==> config.mk <==
export PLATFORM = sky130hd
export DESIGN_NAME = uart_mode_status_control
export DESIGN_NICKNAME = d
export VERILOG_FILES = /design/src/hw/uart_pkg.sv /design/src/hw/uart_tx_store.sv /design/src/hw/uart_mode_status_control.sv
export SDC_FILE = /design/constraint.sdc
export NUM_CORES = 1
export LEC_CHECK = 0
export ABC_AREA = 1
export BUFFER_PORTS_ARGS = -buffer_cell sky130_fd_sc_hd__clkbuf_2
export CAP_MARGIN = 25
export CORE_MARGIN = 2
export CORE_UTILIZATION = 55
export CTS_CLUSTER_SIZE = 25
export DETAILED_ROUTE_END_ITERATION = 10
export PLACE_DENSITY = 0.77
export SYNTH_ARGS = -nofsm -noshare
export SYNTH_HDL_FRONTEND = slang
export SYNTH_SLANG_ARGS = --single-unit
==> constraint.sdc <==
create_clock -name clk_sys -period 3.3 [get_ports clk_sys]
set_input_delay 0.825 -clock clk_sys [delete_from_list [all_inputs] [get_ports clk_sys]]
set_output_delay 0.825 -clock clk_sys [all_outputs]
set_load 0.05 [all_outputs]
==> src/hw/uart_pkg.sv <==
//==============================================================
// Register map, field positions and timing constants for the UART
// control block. Shared by the top module and its bench.
package uart_pkg;
	// Register byte addresses on APB
	localparam logic [7:0] ADDR_MODE = 8'h00;
	localparam logic [7:0] ADDR_STAT = 8'h04;
	localparam logic [7:0] ADDR_TXDATA = 8'h08;
	localparam logic [7:0] ADDR_RXDATA = 8'h0c;
	localparam logic [7:0] ADDR_BAUD = 8'h10;
	// Mode register fields
	localparam int MD_ON = 15;
	localparam int MD_INFRARED_ENCODE_ENABLE = 12;
	localparam int MD_AUTO_RATE_MEASURE = 5;
	localparam int MD_RX_IDLE_POLARITY = 4;
	localparam int MD_FAST_OVERSAMPLE_SELECT = 3;
	localparam int MD_FMT = 1;
	localparam int MD_STOP = 0;
	localparam logic [15:0] MODE_WMASK = 16'h903f;
	// Status and control register fields
	localparam int ST_ADM = 24;
	localparam int ST_ADDR = 16;
	localparam int ST_TXISEL = 14;
	localparam int ST_TXINV = 13;
	localparam int ST_RXEN = 12;
	localparam int ST_BRK = 11;
	localparam int ST_TXEN = 10;
	localparam int ST_TXBF = 9;
	localparam int ST_TX_ALL_EMPTY = 8;
	localparam int ST_RXISEL = 6;
	localparam int ST_ADDRESS_CHAR_ENABLE = 5;
	localparam int ST_RECEIVER_IDLE = 4;
	localparam int ST_PARITY_ERROR = 3;
	localparam int ST_FRAMING_ERROR = 2;
	localparam int ST_OVERRUN_ERROR = 1;
	localparam int ST_RXDA = 0;
	localparam logic [31:0] STAT_WMASK = 32'h01ff_fce2;
	// Character formats and transmit interrupt modes
	localparam logic [1:0] FMT_9N = 2'h3;
	localparam logic [1:0] FMT_8O = 2'h2;
	localparam logic [1:0] FMT_8E = 2'h1;
	localparam logic [1:0] FMT_8N = 2'h0;
	localparam logic [1:0] TXI_SPACE = 2'h0;
	localparam logic [1:0] TXI_DONE = 2'h1;
	localparam logic [1:0] TXI_EMPTY = 2'h2;
	// Oversampling and frame timing
	localparam logic [4:0] OS_STD = 5'h10;
	localparam logic [4:0] OS_FAST = 5'h04;
	localparam int OS_STD_LOG2 = 4;
	localparam int OS_FAST_LOG2 = 2;
	localparam int FRAME_W = 14;
	localparam logic [3:0] BREAK_BITS = 4'he;
	localparam logic [3:0] LEN_8N = 4'h9;
	localparam logic [3:0] LEN_EXT = 4'ha;
	localparam logic [7:0] SYNC_CHAR = 8'h55;
	localparam int SYNC_LOG2 = 3;
	localparam logic [2:0] SYNC_FALLS = 3'h4;
	localparam logic [31:0] BAUD_RESET = 32'h0000_0000;
endpackage : uart_pkg

==> src/hw/uart_tx_store.sv <==
//==============================================================
// Small transmit character store with registered read data.
// Assumes the caller keeps pointers and counts; no reset needed.
`timescale 1ns/10ps

module uart_tx_store #(
	parameter int WIDTH = 9, // Character width
	parameter int DEPTH = 4 // Characters held
) (
	input wire logic clk_sys, // System clock
	input wire logic wr_en, // Write strobe
	input wire logic [$clog2(DEPTH)-1:0] wr_addr, // Write slot
	input wire logic [WIDTH-1:0] wr_data, // Write character
	input wire logic [$clog2(DEPTH)-1:0] rd_addr, // Read slot
	output logic [WIDTH-1:0] rd_data // Registered read data
);
	logic [WIDTH-1:0] mem [DEPTH];

	//==============================================================
	// Storage
	// Read data lags the address by one edge
	always_ff @(posedge clk_sys) begin
		if (wr_en)
			mem[wr_addr] <= wr_data;
		rd_data <= mem[rd_addr];
	end
endmodule : uart_tx_store

==> src/hw/uart_mode_status_control.sv <==
//==============================================================
// UART framing, rate, polarity, transmit buffer and status, on APB.
// Assumes a single clock and serial_in_pin already synchronous.
//
// Implementation choices: the APB register port and the register addresses.
`timescale 1ns/10ps

// Contract
// - Format field picks 9N, 8 odd, 8 even or 8N characters.
// - Stop select set sends two stop bits, clear sends one.
// - Auto-rate measures the next 0x55 sync and then self-clears.
// - Receive polarity set makes the idle receive level 0.
// - Fast select uses a 4x baud clock, otherwise 16x.
// - With auto match on, address chars matching the match char gate reception.
// - Transmit irq mode picks empty, all sent or space free.
// - Transmit polarity sets idle level, inverted sense with IR.
// - Receiver works only when enabled and on, else pin ignored.
// - Break sends start, twelve zeros, stop, then self-clears.
// - Transmit enable drives the pin; clearing aborts and flushes.
// - Buffer full flag is 1 only when no character fits.
// - All-empty flag is 1 only with shifter and buffer empty.
module uart_mode_status_control #(
	parameter int TX_DEPTH = 4, // Transmit buffer characters
	parameter int BAUD_W = 16 // Baud divisor width
) (
	input wire logic clk_sys, // 100 MHz clock
	input wire logic reset, // Sync reset, high
	input wire logic psel, // APB select
	input wire logic penable, // APB access phase
	input wire logic pwrite, // APB write
	input wire logic [7:0] paddr, // APB byte address
	input wire logic [31:0] pwdata, // APB write data
	output logic [31:0] prdata, // APB read data
	output logic pready, // APB ready
	output logic pslverr, // Unmapped address
	input wire logic serial_in_pin, // Serial receive line
	output logic serial_out_pin, // Serial transmit line
	output logic serial_out_oe_n, // Low while driving
	output logic tx_irq_request // Transmit irq level
);
	localparam int AW = $clog2(TX_DEPTH);
	localparam int MW = BAUD_W + 8;
	typedef enum logic [2:0] {TX_IDLE = 3'h1, TX_LOAD = 3'h2,
		TX_SHIFT = 3'h4} tx_state_e;
	typedef enum logic [4:0] {RX_IDLE = 5'h01, RX_START = 5'h02,
		RX_DATA = 5'h04, RX_MEASURE = 5'h08, RX_SKIP = 5'h10} rx_state_e;

	if (TX_DEPTH < 2 || (1 << AW) != TX_DEPTH) begin : g_bad_depth
		$error("TX_DEPTH must be a power of two, at least 2");
	end
	if (BAUD_W < 8 || BAUD_W > 24) begin : g_bad_baud
		$error("BAUD_W must lie between 8 and 24");
	end

	function automatic logic [4:0] os_ticks(input logic fast);
		os_ticks = fast ? uart_pkg::OS_FAST : uart_pkg::OS_STD;
	endfunction : os_ticks

	function automatic logic par_bit(input logic [1:0] f,
		input logic [7:0] d);
		par_bit = (f == uart_pkg::FMT_8O) ? ~^d : ^d;
	endfunction : par_bit

	logic [15:0] mode_reg, mode_next;
	logic [31:0] stat_reg, stat_next, rd_v;
	logic [BAUD_W-1:0] baud_reg, baud_next, div_reg, div_next, auto_rate_measure_val;
	logic [31:0] prdata_reg, prdata_next;
	logic pready_reg, pready_next, pslverr_reg, pslverr_next, err_v;
	tx_state_e tx_state_reg, tx_state_next;
	logic [uart_pkg::FRAME_W-1:0] tx_frame_reg, tx_frame_next;
	logic [3:0] tx_bits_reg, tx_bits_next;
	logic [4:0] tx_os_reg, tx_os_next, rx_os_reg, rx_os_next, os_n;
	logic [AW-1:0] head_reg, head_next, tail_reg, tail_next;
	logic [AW:0] tx_count_reg, tx_count_next;
	logic tx_brk_reg, tx_brk_next, out_reg, out_next, oe_n_reg, oe_n_next;
	logic irq_reg, irq_next, push, pop, brk_done, bit_v;
	logic [8:0] tx_rd_data;
	rx_state_e rx_state_reg, rx_state_next;
	logic [9:0] rx_sh_reg, rx_sh_next;
	logic [3:0] rx_idx_reg, rx_idx_next, rx_len;
	logic [8:0] rx_char_reg, rx_char_next, ch_v;
	logic rx_parity_error_reg, rx_parity_error_next, rx_framing_error_reg, rx_framing_error_next;
	logic rx_avail_reg, rx_avail_next, open_reg, open_next;
	logic rx_prev_reg, accept_v, is_addr_v, auto_rate_measure_done, overrun_error_set;
	logic [MW-1:0] meas_reg, meas_next, meas_q;
	logic [2:0] falls_reg, falls_next;
	logic module_on, infrared_encode_enable, auto_rate_measure;
	logic rx_idle_polarity, fast_oversample_select, stop_count_select;
	logic [1:0] char_format_select, tx_irq_mode;
	logic auto_match_enable, tx_idle_polarity, receiver_enable;
	logic send_break, transmitter_enable, address_char_enable;
	logic [7:0] match_char;
	logic tick, tx_on, rx_on, rx_n, fall, tx_full, tx_all_empty;
	logic apb_fire, wr_fire, wr_mode, wr_stat, wr_baud, wr_tx, rd_rx;

	//==============================================================
	// Field decode
	assign module_on = mode_reg[uart_pkg::MD_ON];
	assign infrared_encode_enable = mode_reg[uart_pkg::MD_INFRARED_ENCODE_ENABLE];
	assign auto_rate_measure = mode_reg[uart_pkg::MD_AUTO_RATE_MEASURE];
	assign rx_idle_polarity = mode_reg[uart_pkg::MD_RX_IDLE_POLARITY];
	assign fast_oversample_select = mode_reg[uart_pkg::MD_FAST_OVERSAMPLE_SELECT];
	assign char_format_select = mode_reg[uart_pkg::MD_FMT +: 2];
	assign stop_count_select = mode_reg[uart_pkg::MD_STOP];
	assign auto_match_enable = stat_reg[uart_pkg::ST_ADM];
	assign match_char = stat_reg[uart_pkg::ST_ADDR +: 8];
	assign tx_irq_mode = stat_reg[uart_pkg::ST_TXISEL +: 2];
	assign tx_idle_polarity = stat_reg[uart_pkg::ST_TXINV];
	assign receiver_enable = stat_reg[uart_pkg::ST_RXEN];
	assign send_break = stat_reg[uart_pkg::ST_BRK];
	assign transmitter_enable = stat_reg[uart_pkg::ST_TXEN];
	assign address_char_enable = stat_reg[uart_pkg::ST_ADDRESS_CHAR_ENABLE];
	assign os_n = os_ticks(fast_oversample_select);
	assign tick = module_on && div_reg == baud_reg;
	assign tx_on = module_on && transmitter_enable;
	assign rx_on = module_on && receiver_enable;
	// normalise so idle reads as 1
	assign rx_n = serial_in_pin ^ rx_idle_polarity;
	assign fall = rx_prev_reg && !rx_n;
	// full when no slot is free
	assign tx_full = tx_count_reg == (AW + 1)'(TX_DEPTH);
	assign tx_all_empty = tx_count_reg == '0 && tx_state_reg == TX_IDLE;
	assign apb_fire = psel && penable && pready_reg;
	assign wr_fire = apb_fire && pwrite;
	assign wr_mode = wr_fire && paddr == uart_pkg::ADDR_MODE;
	assign wr_stat = wr_fire && paddr == uart_pkg::ADDR_STAT;
	assign wr_baud = wr_fire && paddr == uart_pkg::ADDR_BAUD;
	assign wr_tx = wr_fire && paddr == uart_pkg::ADDR_TXDATA;
	// Clear with the read data capture so no new char slips in between
	assign rd_rx = psel && penable && !pready_reg && !pwrite &&
		paddr == uart_pkg::ADDR_RXDATA;
	assign push = wr_tx && tx_on && !tx_full;
	assign prdata = prdata_reg;
	assign pready = pready_reg;
	assign pslverr = pslverr_reg;
	assign serial_out_pin = out_reg;
	assign serial_out_oe_n = oe_n_reg;
	assign tx_irq_request = irq_reg;

	uart_tx_store #(.WIDTH(9), .DEPTH(TX_DEPTH)) u_store (
		.clk_sys(clk_sys),
		.wr_en(push),
		.wr_addr(tail_reg),
		.wr_data(pwdata[8:0]),
		.rd_addr(head_reg),
		.rd_data(tx_rd_data)
	);

	//==============================================================
	// Registers and APB slave; answer one cycle into access phase
	always_comb begin
		mode_next = mode_reg;
		stat_next = stat_reg;
		baud_next = baud_reg;
		div_next = (tick || !module_on) ? '0 : div_reg + 1'b1;
		if (wr_mode)
			mode_next = pwdata[15:0] & uart_pkg::MODE_WMASK;
		if (wr_stat) begin
			stat_next = pwdata & uart_pkg::STAT_WMASK;
			stat_next[uart_pkg::ST_OVERRUN_ERROR] = stat_reg[uart_pkg::ST_OVERRUN_ERROR] &
				pwdata[uart_pkg::ST_OVERRUN_ERROR];
		end
		if (wr_baud)
			baud_next = pwdata[BAUD_W-1:0];
		// hardware clear, a new software set wins
		if (auto_rate_measure_done) begin
			baud_next = auto_rate_measure_val;
			if (!(wr_mode && pwdata[uart_pkg::MD_AUTO_RATE_MEASURE]))
				mode_next[uart_pkg::MD_AUTO_RATE_MEASURE] = 1'b0;
		end
		if (brk_done && !(wr_stat && pwdata[uart_pkg::ST_BRK]))
			stat_next[uart_pkg::ST_BRK] = 1'b0;
		if (overrun_error_set)
			stat_next[uart_pkg::ST_OVERRUN_ERROR] = 1'b1;
		rd_v = '0;
		err_v = 1'b0;
		case (paddr)
			uart_pkg::ADDR_MODE: rd_v = {16'h0000, mode_reg};
			uart_pkg::ADDR_STAT: begin
				rd_v = stat_reg;
				rd_v[uart_pkg::ST_TXBF] = tx_full;
				rd_v[uart_pkg::ST_TX_ALL_EMPTY] = tx_all_empty;
				rd_v[uart_pkg::ST_RECEIVER_IDLE] = rx_state_reg == RX_IDLE;
				rd_v[uart_pkg::ST_PARITY_ERROR] = rx_parity_error_reg;
				rd_v[uart_pkg::ST_FRAMING_ERROR] = rx_framing_error_reg;
				rd_v[uart_pkg::ST_RXDA] = rx_avail_reg;
			end
			uart_pkg::ADDR_TXDATA: rd_v = '0;
			uart_pkg::ADDR_RXDATA: rd_v = {23'h000000, rx_char_reg};
			uart_pkg::ADDR_BAUD: rd_v = 32'(baud_reg);
			default: err_v = 1'b1;
		endcase
		pready_next = psel && penable && !pready_reg;
		prdata_next = pready_next ? rd_v : prdata_reg;
		pslverr_next = pready_next ? err_v : pslverr_reg;
	end

	always_ff @(posedge clk_sys) begin
		if (reset) begin
			mode_reg <= '0;
			stat_reg <= '0;
			baud_reg <= uart_pkg::BAUD_RESET[BAUD_W-1:0];
			div_reg <= '0;
			prdata_reg <= '0;
			pready_reg <= 1'b0;
			pslverr_reg <= 1'b0;
		end else begin
			mode_reg <= mode_next;
			stat_reg <= stat_next;
			baud_reg <= baud_next;
			div_reg <= div_next;
			prdata_reg <= prdata_next;
			pready_reg <= pready_next;
			pslverr_reg <= pslverr_next;
		end
	end

	//==============================================================
	// Transmitter: whole frame is built up front, then shifted
	always_comb begin
		tx_state_next = tx_state_reg;
		tx_frame_next = tx_frame_reg;
		tx_bits_next = tx_bits_reg;
		tx_os_next = tx_os_reg;
		tx_brk_next = tx_brk_reg;
		head_next = head_reg;
		tail_next = push ? tail_reg + 1'b1 : tail_reg;
		pop = 1'b0;
		brk_done = 1'b0;
		unique case (tx_state_reg)
			TX_IDLE: begin
				tx_os_next = '0;
				if (tx_on && send_break) begin
					tx_frame_next = '0;
					tx_frame_next[uart_pkg::FRAME_W-1] = 1'b1;
					tx_bits_next = uart_pkg::BREAK_BITS;
					tx_brk_next = 1'b1;
					tx_state_next = TX_SHIFT;
				end else if (tx_on && tx_count_reg != '0) begin
					tx_state_next = TX_LOAD;
				end
			end
			// Extra cycle lets the store's read data settle
			TX_LOAD: begin
				pop = 1'b1;
				head_next = head_reg + 1'b1;
				tx_brk_next = 1'b0;
				tx_frame_next = '1;
				tx_frame_next[0] = 1'b0;
				tx_frame_next[8:1] = tx_rd_data[7:0];
				// ninth bit, parity bit or stop
				// stop bits come from the ones fill
				// Count covers the first stop too, so frames never abut
				if (char_format_select == uart_pkg::FMT_8N) begin
					tx_bits_next = uart_pkg::LEN_8N +
						{3'h0, stop_count_select} + 1'b1;
				end else begin
					tx_frame_next[9] = (char_format_select ==
						uart_pkg::FMT_9N) ? tx_rd_data[8] :
						par_bit(char_format_select, tx_rd_data[7:0]);
					tx_bits_next = uart_pkg::LEN_EXT +
						{3'h0, stop_count_select} + 1'b1;
				end
				tx_state_next = TX_SHIFT;
			end
			TX_SHIFT: begin
				if (tick && tx_os_reg == os_n - 1'b1) begin
					tx_os_next = '0;
					tx_frame_next = {1'b1, tx_frame_reg[uart_pkg::FRAME_W-1:1]};
					tx_bits_next = tx_bits_reg - 1'b1;
					if (tx_bits_reg == 4'h1) begin
						tx_state_next = TX_IDLE;
						brk_done = tx_brk_reg;
					end
				end else if (tick) begin
					tx_os_next = tx_os_reg + 1'b1;
				end
			end
			default: tx_state_next = TX_IDLE;
		endcase
		tx_count_next = tx_count_reg + {{AW{1'b0}}, push} -
			{{AW{1'b0}}, pop};
		// disable aborts the frame and empties the buffer
		if (!tx_on) begin
			tx_state_next = TX_IDLE;
			head_next = '0;
			tail_next = '0;
			tx_count_next = '0;
		end
		// idle level, IR pulses in the first quarter bit
		bit_v = (tx_state_reg == TX_SHIFT) ? tx_frame_reg[0] : 1'b1;
		if (infrared_encode_enable)
			out_next = tx_idle_polarity ^
				(!bit_v && tx_os_reg < (os_n >> 2));
		else
			out_next = bit_v ^ tx_idle_polarity;
		oe_n_next = !tx_on;
		// irq level by mode; reserved code stays low
		unique case (tx_irq_mode)
			uart_pkg::TXI_EMPTY: irq_next = tx_count_next == '0;
			uart_pkg::TXI_DONE: irq_next = tx_count_next == '0 &&
				tx_state_next == TX_IDLE;
			uart_pkg::TXI_SPACE: irq_next = tx_count_next !=
				(AW + 1)'(TX_DEPTH);
			default: irq_next = 1'b0;
		endcase
	end

	always_ff @(posedge clk_sys) begin
		if (reset) begin
			tx_state_reg <= TX_IDLE;
			tx_frame_reg <= '1;
			tx_bits_reg <= '0;
			tx_os_reg <= '0;
			tx_brk_reg <= 1'b0;
			head_reg <= '0;
			tail_reg <= '0;
			tx_count_reg <= '0;
			out_reg <= 1'b1;
			oe_n_reg <= 1'b1;
			irq_reg <= 1'b0;
		end else begin
			tx_state_reg <= tx_state_next;
			tx_frame_reg <= tx_frame_next;
			tx_bits_reg <= tx_bits_next;
			tx_os_reg <= tx_os_next;
			tx_brk_reg <= tx_brk_next;
			head_reg <= head_next;
			tail_reg <= tail_next;
			tx_count_reg <= tx_count_next;
			out_reg <= out_next;
			oe_n_reg <= oe_n_next;
			irq_reg <= irq_next;
		end
	end

	//==============================================================
	// Receiver and sync-character rate measurement
	always_comb begin
		rx_state_next = rx_state_reg;
		rx_os_next = rx_os_reg;
		rx_sh_next = rx_sh_reg;
		rx_idx_next = rx_idx_reg;
		rx_char_next = rx_char_reg;
		rx_parity_error_next = rx_parity_error_reg;
		rx_framing_error_next = rx_framing_error_reg;
		rx_avail_next = rx_avail_reg && !rd_rx;
		open_next = open_reg;
		meas_next = meas_reg + 1'b1;
		falls_next = falls_reg;
		auto_rate_measure_done = 1'b0;
		overrun_error_set = 1'b0;
		rx_len = (char_format_select == uart_pkg::FMT_8N) ?
			uart_pkg::LEN_8N - 1'b1 : uart_pkg::LEN_EXT - 1'b1;
		ch_v = '0;
		is_addr_v = 1'b0;
		accept_v = 1'b0;
		// Bit time is one eighth of the span of eight sync character bits
		meas_q = fast_oversample_select ?
			meas_reg >> (uart_pkg::SYNC_LOG2 + uart_pkg::OS_FAST_LOG2) :
			meas_reg >> (uart_pkg::SYNC_LOG2 + uart_pkg::OS_STD_LOG2);
		auto_rate_measure_val = (meas_q == '0) ? '0 : BAUD_W'(meas_q - 1'b1);
		unique case (rx_state_reg)
			// start is a departure from the idle level
			RX_IDLE: begin
				rx_os_next = '0;
				rx_idx_next = '0;
				// Count the cycle of the first fall as well
				meas_next = MW'(1);
				falls_next = '0;
				if (fall && auto_rate_measure)
					rx_state_next = RX_MEASURE;
				else if (fall)
					rx_state_next = RX_START;
			end
			RX_START: if (tick) begin
				rx_os_next = rx_os_reg + 1'b1;
				if (rx_os_reg == (os_n >> 1) - 1'b1) begin
					rx_os_next = '0;
					rx_state_next = rx_n ? RX_IDLE : RX_DATA;
				end
			end
			RX_DATA: if (tick) begin
				rx_os_next = rx_os_reg + 1'b1;
				if (rx_os_reg == os_n - 1'b1) begin
					rx_os_next = '0;
					rx_sh_next[rx_idx_reg] = rx_n;
					rx_idx_next = rx_idx_reg + 1'b1;
					if (rx_idx_reg == rx_len) begin
						rx_state_next = RX_IDLE;
						ch_v = (char_format_select == uart_pkg::FMT_9N) ?
							rx_sh_next[8:0] : {1'b0, rx_sh_next[7:0]};
						// address chars open or close the gate
						is_addr_v = char_format_select == uart_pkg::FMT_9N &&
							address_char_enable && ch_v[8];
						if (auto_match_enable && is_addr_v)
							open_next = ch_v[7:0] == match_char;
						accept_v = !auto_match_enable || open_next;
						// hold one char; a second is overrun
						if (accept_v && rx_avail_reg && !rd_rx) begin
							overrun_error_set = 1'b1;
						end else if (accept_v) begin
							rx_avail_next = 1'b1;
							rx_char_next = ch_v;
							rx_framing_error_next = !rx_n;
							rx_parity_error_next = (char_format_select ==
								uart_pkg::FMT_8O || char_format_select ==
								uart_pkg::FMT_8E) && rx_sh_next[8] !=
								par_bit(char_format_select, rx_sh_next[7:0]);
						end
					end
				end
			end
			// count clocks over four more falling edges
			RX_MEASURE: if (fall) begin
				falls_next = falls_reg + 1'b1;
				if (falls_reg == uart_pkg::SYNC_FALLS - 1'b1) begin
					auto_rate_measure_done = 1'b1;
					rx_state_next = RX_SKIP;
				end
			end
			RX_SKIP: if (rx_n) rx_state_next = RX_IDLE;
			default: rx_state_next = RX_IDLE;
		endcase
		if (!rx_on)
			rx_state_next = RX_IDLE;
	end

	always_ff @(posedge clk_sys) begin
		if (reset) begin
			rx_state_reg <= RX_IDLE;
			rx_os_reg <= '0;
			rx_sh_reg <= '0;
			rx_idx_reg <= '0;
			rx_char_reg <= '0;
			rx_parity_error_reg <= 1'b0;
			rx_framing_error_reg <= 1'b0;
			rx_avail_reg <= 1'b0;
			open_reg <= 1'b0;
			meas_reg <= '0;
			falls_reg <= '0;
			rx_prev_reg <= 1'b1;
		end else begin
			rx_state_reg <= rx_state_next;
			rx_os_reg <= rx_os_next;
			rx_sh_reg <= rx_sh_next;
			rx_idx_reg <= rx_idx_next;
			rx_char_reg <= rx_char_next;
			rx_parity_error_reg <= rx_parity_error_next;
			rx_framing_error_reg <= rx_framing_error_next;
			rx_avail_reg <= rx_avail_next;
			open_reg <= open_next;
			meas_reg <= meas_next;
			falls_reg <= falls_next;
			rx_prev_reg <= rx_n;
		end
	end
endmodule : uart_mode_status_control

== After elaboration in Yosys (flattened, before gate mapping) ==
Memories as Yosys holds them, arrays and structs flattened. A register that Yosys moved wholly into a read port is not among the register bits.
Cells that the tools add are included.
Word-level totals
  register bits after elaboration: 195
  memory bits (writable): 36
  bits of input ports: 46
  output and inout port bits: 37
  word-level logic and storage cells: 277
  memories: 1
Memories
  u_store.mem: depth 4, bits a word 9, read ports 1, clocked after memory_dff 1, wr ports 1, RTL line uart_tx_store.sv:17  | logic [WIDTH-1:0] mem [DEPTH];
Cells by class
  add/subtract/negate cells: 18
  order comparisons: 3
  equal/unequal tests: 41
  mux-type cells: 91
  bitwise logic cells: 7
  reductions and logical operators: 82
Operators by type and width (count)
  $pmux 25 s4: 1
  $mux 5: 17
  $mux 16: 3
  $pmux 14 s3: 1
  $mux 1: 39
  $logic_and 1x1->1: 34
  $mux 14: 2
  $pmux 5 s5: 1
  $add 24x1->24 const B: 1
  $logic_not 24->1: 1
  $mux 3: 8
  $mux 4: 5
  $mux 19: 1
  $ne 2x2->1 const B: 9
  $add 16x1->16 const B: 1
  $eq 16x16->1: 1
  $eq 8x4->1 const B: 2
  $reduce_xnor 8->1: 2
  $reduce_xor 8->1: 2
  $sub 16x1->16 const B: 1
  $eq 5x5->1: 3
  $pmux 5 s3: 1
  $add 4x1->4 const B: 3
  $pmux 4 s3: 1
  59 further kinds: 102

== Logic depth before layout (Yosys ltp) ==
  depth after elaboration: 22
  depth in mapped cells: 17
  gate-level depth less buffers: 17

== Cells and area by module ==
A second synthesis with hierarchy kept.
Unflattened totals
  cells, all modules: 1633
  area, all modules: 11831.3 µm²
By module, submodules not included
  uart_mode_status_control: times used 1, cells an instance 1476, area each 10003.3 µm², sequential area each 3723.6 µm²
  uart_tx_store: times used 1, cells an instance 157, area each 1828.0 µm², sequential area each 1261.2 µm²

== Least setup slack after synthesis ==
Ideal clock, no wire load.
  path type: input -> register
  start point: input port paddr[5]
  end point: register irq_reg, in the netlist tx_irq_request
  library setup time: 0.119 ns
  arrival time: 3.245 ns
  data required time: 3.181 ns
  path slack: -0.065 ns
  stages: 16
  buffers on the path: 0
  cells stage by stage: nor3_1 -> nand2_1 -> inv_2 -> nand4_1 -> inv_1 -> nand4_1 -> ha_1 -> inv_1 -> ha_1 -> inv_1 -> fa_1 -> or2_2 -> a21oi_1 -> inv_1 -> o21ai_0 -> a21oi_1
Between the ends
  cells in the longest elaborated chain, start to end: 10
  elaborated cells between the ends (all ways): 11
  classes of those cells: add/sub (2); eq/ne (2); mux (2); reduce/logical (5)
RTL lines
  start, declared: RTL line uart_mode_status_control.sv:31  | input wire logic [7:0] paddr,
  $eq 8x4->1 *: RTL line uart_mode_status_control.sv:128  | assign wr_tx = wr_fire && paddr == uart_pkg::ADDR_TXDATA;
  $logic_and 1x1->1 *: RTL line uart_mode_status_control.sv:128
  $logic_and 1x1->1 * (2 in series): RTL line uart_mode_status_control.sv:132  | assign push = wr_tx && tx_on && !tx_full;
  $add 3x1->3 *: RTL line uart_mode_status_control.sv:281  | tx_count_next = tx_count_reg + {{AW{1'b0}}, push} -
  $sub 3x1->3 *: RTL line uart_mode_status_control.sv:281
  $mux 3 *: RTL line uart_mode_status_control.sv:284  | if (!tx_on) begin
  $logic_not 3->1: RTL line uart_mode_status_control.sv:300, uart_mode_status_control.sv:301
  $logic_and 1x1->1: RTL line uart_mode_status_control.sv:301  | uart_pkg::TXI_DONE: irq_next = tx_count_next == '0 &&
  $pmux 1 s3 *: RTL line uart_mode_status_control.sv:299  | unique case (tx_irq_mode)
  end signal, assigned: RTL line uart_mode_status_control.sv:333  | irq_reg <= irq_next;
  end, declared: RTL line uart_mode_status_control.sv:76  | logic irq_reg, irq_next, push, pop, brk_done, bit_v;
Mark *: on every way between the ends. The rest lies on a longest branch, timed or not.
A chain may end at the register's enable or synchronous reset.

== Final worst setup path ==
Ends and elaborated chain as after synthesis.

==> metrics <==
Max clock buf depth=3; internal power=4.79 mW; Reg area=0.00498 sq mm; Final ANT Viol Nets=0; clk slew on worst S/H paths=60 ps; largest net degree at the start of global routing=93; min Tclk post-route=2850 ps; clk_skew=13.3 ps; async set-reset flop share out of synthesis=0%; Req. time, crit path=3710 ps; Critical Path Fanout Max=3; Yosys reg bits=231; Root Buffer=clkbuf_16; Detailed Routing Iterations Pass 1=5; fin crit share=86.3%; die width=148 microns; post-synthesis sequential area ratio=43.7%; # nets final=1,679; routed via count=10,204; Ant. Diodes=0; vias per cell=5.38; register share of total power=47.3%; Num CTS Buffers=25; crit end category=register; Die Ht=148 microns; GR Util All Layers=25.7%; H-tree depth=1; # setup viols final=0; Placed Area=0.0120 sq mm; routed len/inst=15.0 microns; RSZ-0062 raised after global routing=false; Peak VDD IR=0.466 mV; Tightest Pin Transition=651 ps; final instance area=0.0129 sq mm; die area=0.0219 sq mm; max cap viols=0; Cells after Synth=1,540; CP Class=input pin to register; Net Sw Power=1.28 mW; gpl congestion=0.911; met1 wire length=12,100 microns; Core Box Area=0.0203 sq mm; fmax=351 MHz; Clock Power Share=49.7%; Overall Power=6.08 mW; Sw Share=21.1%; iteration-0 DRC count of the detailed router=691; Slew Limit Fails=0; final number of hold-violating endpoints=0; top layer in use=met4; Post-CTS Hold Buffers=0; global-route wire length before repair=46,000 microns; Yosys cell types=58; PostCTS Resize Cnt=0; PwrDens=471 mW/mm^2; logic gate share of total power=3.1%; status=completed; Layout area overhead=13.1%; num rows=52; CP max-delay cell=fa_1; fin util=63.6%; Starting Density=56.2%; CTS sink count=231; Main synth FF type=dfxtp_1; DPL Wire Length=20,200 microns; final WL=28,500 microns; crit path DAT=3260 ps; crit-path max cell delay=370 ps; # DRC=0; # IOs=83; Fillers=1,797; CP startpoint kind=input pin; crit-path cells=clkbuf_2 > nor3_2 > nand2_1 > inv_2 > nand4_1 > inv_1 > nand4_1 > ha_1 > inv_1 > ha_1 > inv_1 > fa_1 > or2_2 > a21oi_1 > inv_1 > o21ai_0 > a21oi_1; WL met3=1870 microns; relative slew slack=56.5%; postcts setup bufs=0; synthesized area per cell=7.41 sq um; number of global-route vias before repair=9,506; antenna violations before repair=0; layout cells sized above 1=11.5%; Largest register FFs=36; CTS tree=yes; Layout Cells excl Fill=1,896; Hold WS=457 ps; Post-synth EDFFs=36; CP most frequent cell=inv_1; multi-input logic area=0.00544 sq mm; grt ovf=0; Static Leakage=5.39 nW; Clock Latency Late Sink=520 ps; port bufs=68; Mapped Area=0.0114 sq mm; Met2 Wirelength=13,400 microns; Cells after DPL=1,850; Yosys warning count=0; Tightest Hold Check Type=register to register
[layer usage]
layer	vias up	GRT usage, %
met5	-	0
li1	5168	-
met2	302	43.4
met3	75	3.53
met4	0	10.6
met1	4659	33.3
[critical path: cells and delay by family]
| family | cells | cell delay [ps] |
|---|---|---|
| AO/OA/AOI/OAI | 3 | 330 |
| AND/OR/NAND/NOR | 5 | 850 |
| adder cells (fa/ha/maj) | 3 | 820 |
| buffers and inverters | 6 | 430 |
[logic make-up after synthesis]
family,count (synthesis),share of synthesized area (%)
flops,231,43.7
simple gates,645,24.5
fa+ha+maj,26,2.92
xor+xnor,46,3.53
compound gates,341,16.4
other cells,1,0.0328
buf+inv,250,8.96
[final cells by class]
cell class	count	share of cell area (%)
Inverter	192	5.58
Multi-Input combinational cell	1065	42.1
Clock inverter	13	1.54
Tap cell	270	2.62
Timing Repair Buffer	92	4.13
Sequential cell	231	38.6
Clock buffer	33	5.42
[Yosys cell counts, drive strengths merged (2+ instances only)]
master,number,area share (%)
o31ai,3,0.24
o221ai,3,0.23
nor3,35,1.7
nand2,331,11
a21oi,132,5.8
nand4,16,1.1
or2,12,0.66
clkinv,2,0.066
nand3,71,3.4
ha,25,2.7
clkbuf,37,1.2
nor3b,6,0.39
xor2,29,2.2
buf,21,1.4
dfxtp,195,34
nand3b,3,0.20
nor2,164,5.7
a32o,2,0.18
xnor2,17,1.3
o21a,3,0.20
inv,190,6.2
o21ai,156,7.2
and3,4,0.22
a211oi,3,0.20
a22o,6,0.46
edfxtp,36,9.5
o22ai,26,1.4
nor4,2,0.16
[path summary, 6_finish.rpt]
kind / from / to / slack, ps / cells past startpoint
setup reg to reg: mode_reg[15] / tx_irq_request / 510 / 13
hold / removal: rx_sh_reg[7] / rx_sh_reg[7] / 460 / 2
hold reg to reg: rx_sh_reg[7] / rx_sh_reg[7] / 460 / 2
setup / recovery: paddr[5] / tx_irq_request / 450 / 17
[stage by stage]
| step | setup WS (ps) | setup TNS (ps) |
|---|---|---|
| after global routing | 274 | 0 |
| after detailed placement | -60.9 | -60.9 |
| after floorplan | 16.2 | 0 |
| after global placement | -1.94 | -1.94 |
| final | 452 | 0 |
| after CTS | 456 | 0 |
[power groups by stage]
stage | Sequential (mW) | Combinational, mW | Clock, mW
after global routing | 2.87 | 0.198 | 3.18
final | 2.87 | 0.186 | 3.02
after global placement | 2.93 | 0.182 | 0
after detailed placement | 2.93 | 0.183 | 0
after CTS | 2.87 | 0.184 | 3.06
after floorplan | 2.96 | 0.0863 | 0
[placed cells by master (no fill, tap or decap), drive strengths merged, types with 2 or more instances in the layout]
| cell type | n |
|---|---|
| and3 | 4 |
| o22ai | 26 |
| nand3b | 3 |
| nor2 | 164 |
| inv | 191 |
| buf | 24 |
| bufinv | 5 |
| xnor2 | 17 |
| nor4 | 2 |
| a22o | 6 |
| clkinvlp | 4 |
| a211oi | 3 |
| nand2 | 331 |
| or2 | 12 |
| nor3b | 6 |
| o31ai | 3 |
| ha | 25 |
| a32o | 2 |
| o221ai | 3 |
| nor3 | 35 |
| nand4 | 16 |
| o21a | 3 |
| clkbuf | 101 |
| a21oi | 132 |
| nand3 | 71 |
| dfxtp | 195 |
| o21ai | 156 |
| conb | 7 |
| xor2 | 29 |
| clkinv | 5 |
| edfxtp | 36 |
No activity file was read; power rests on OpenSTA's default activity.
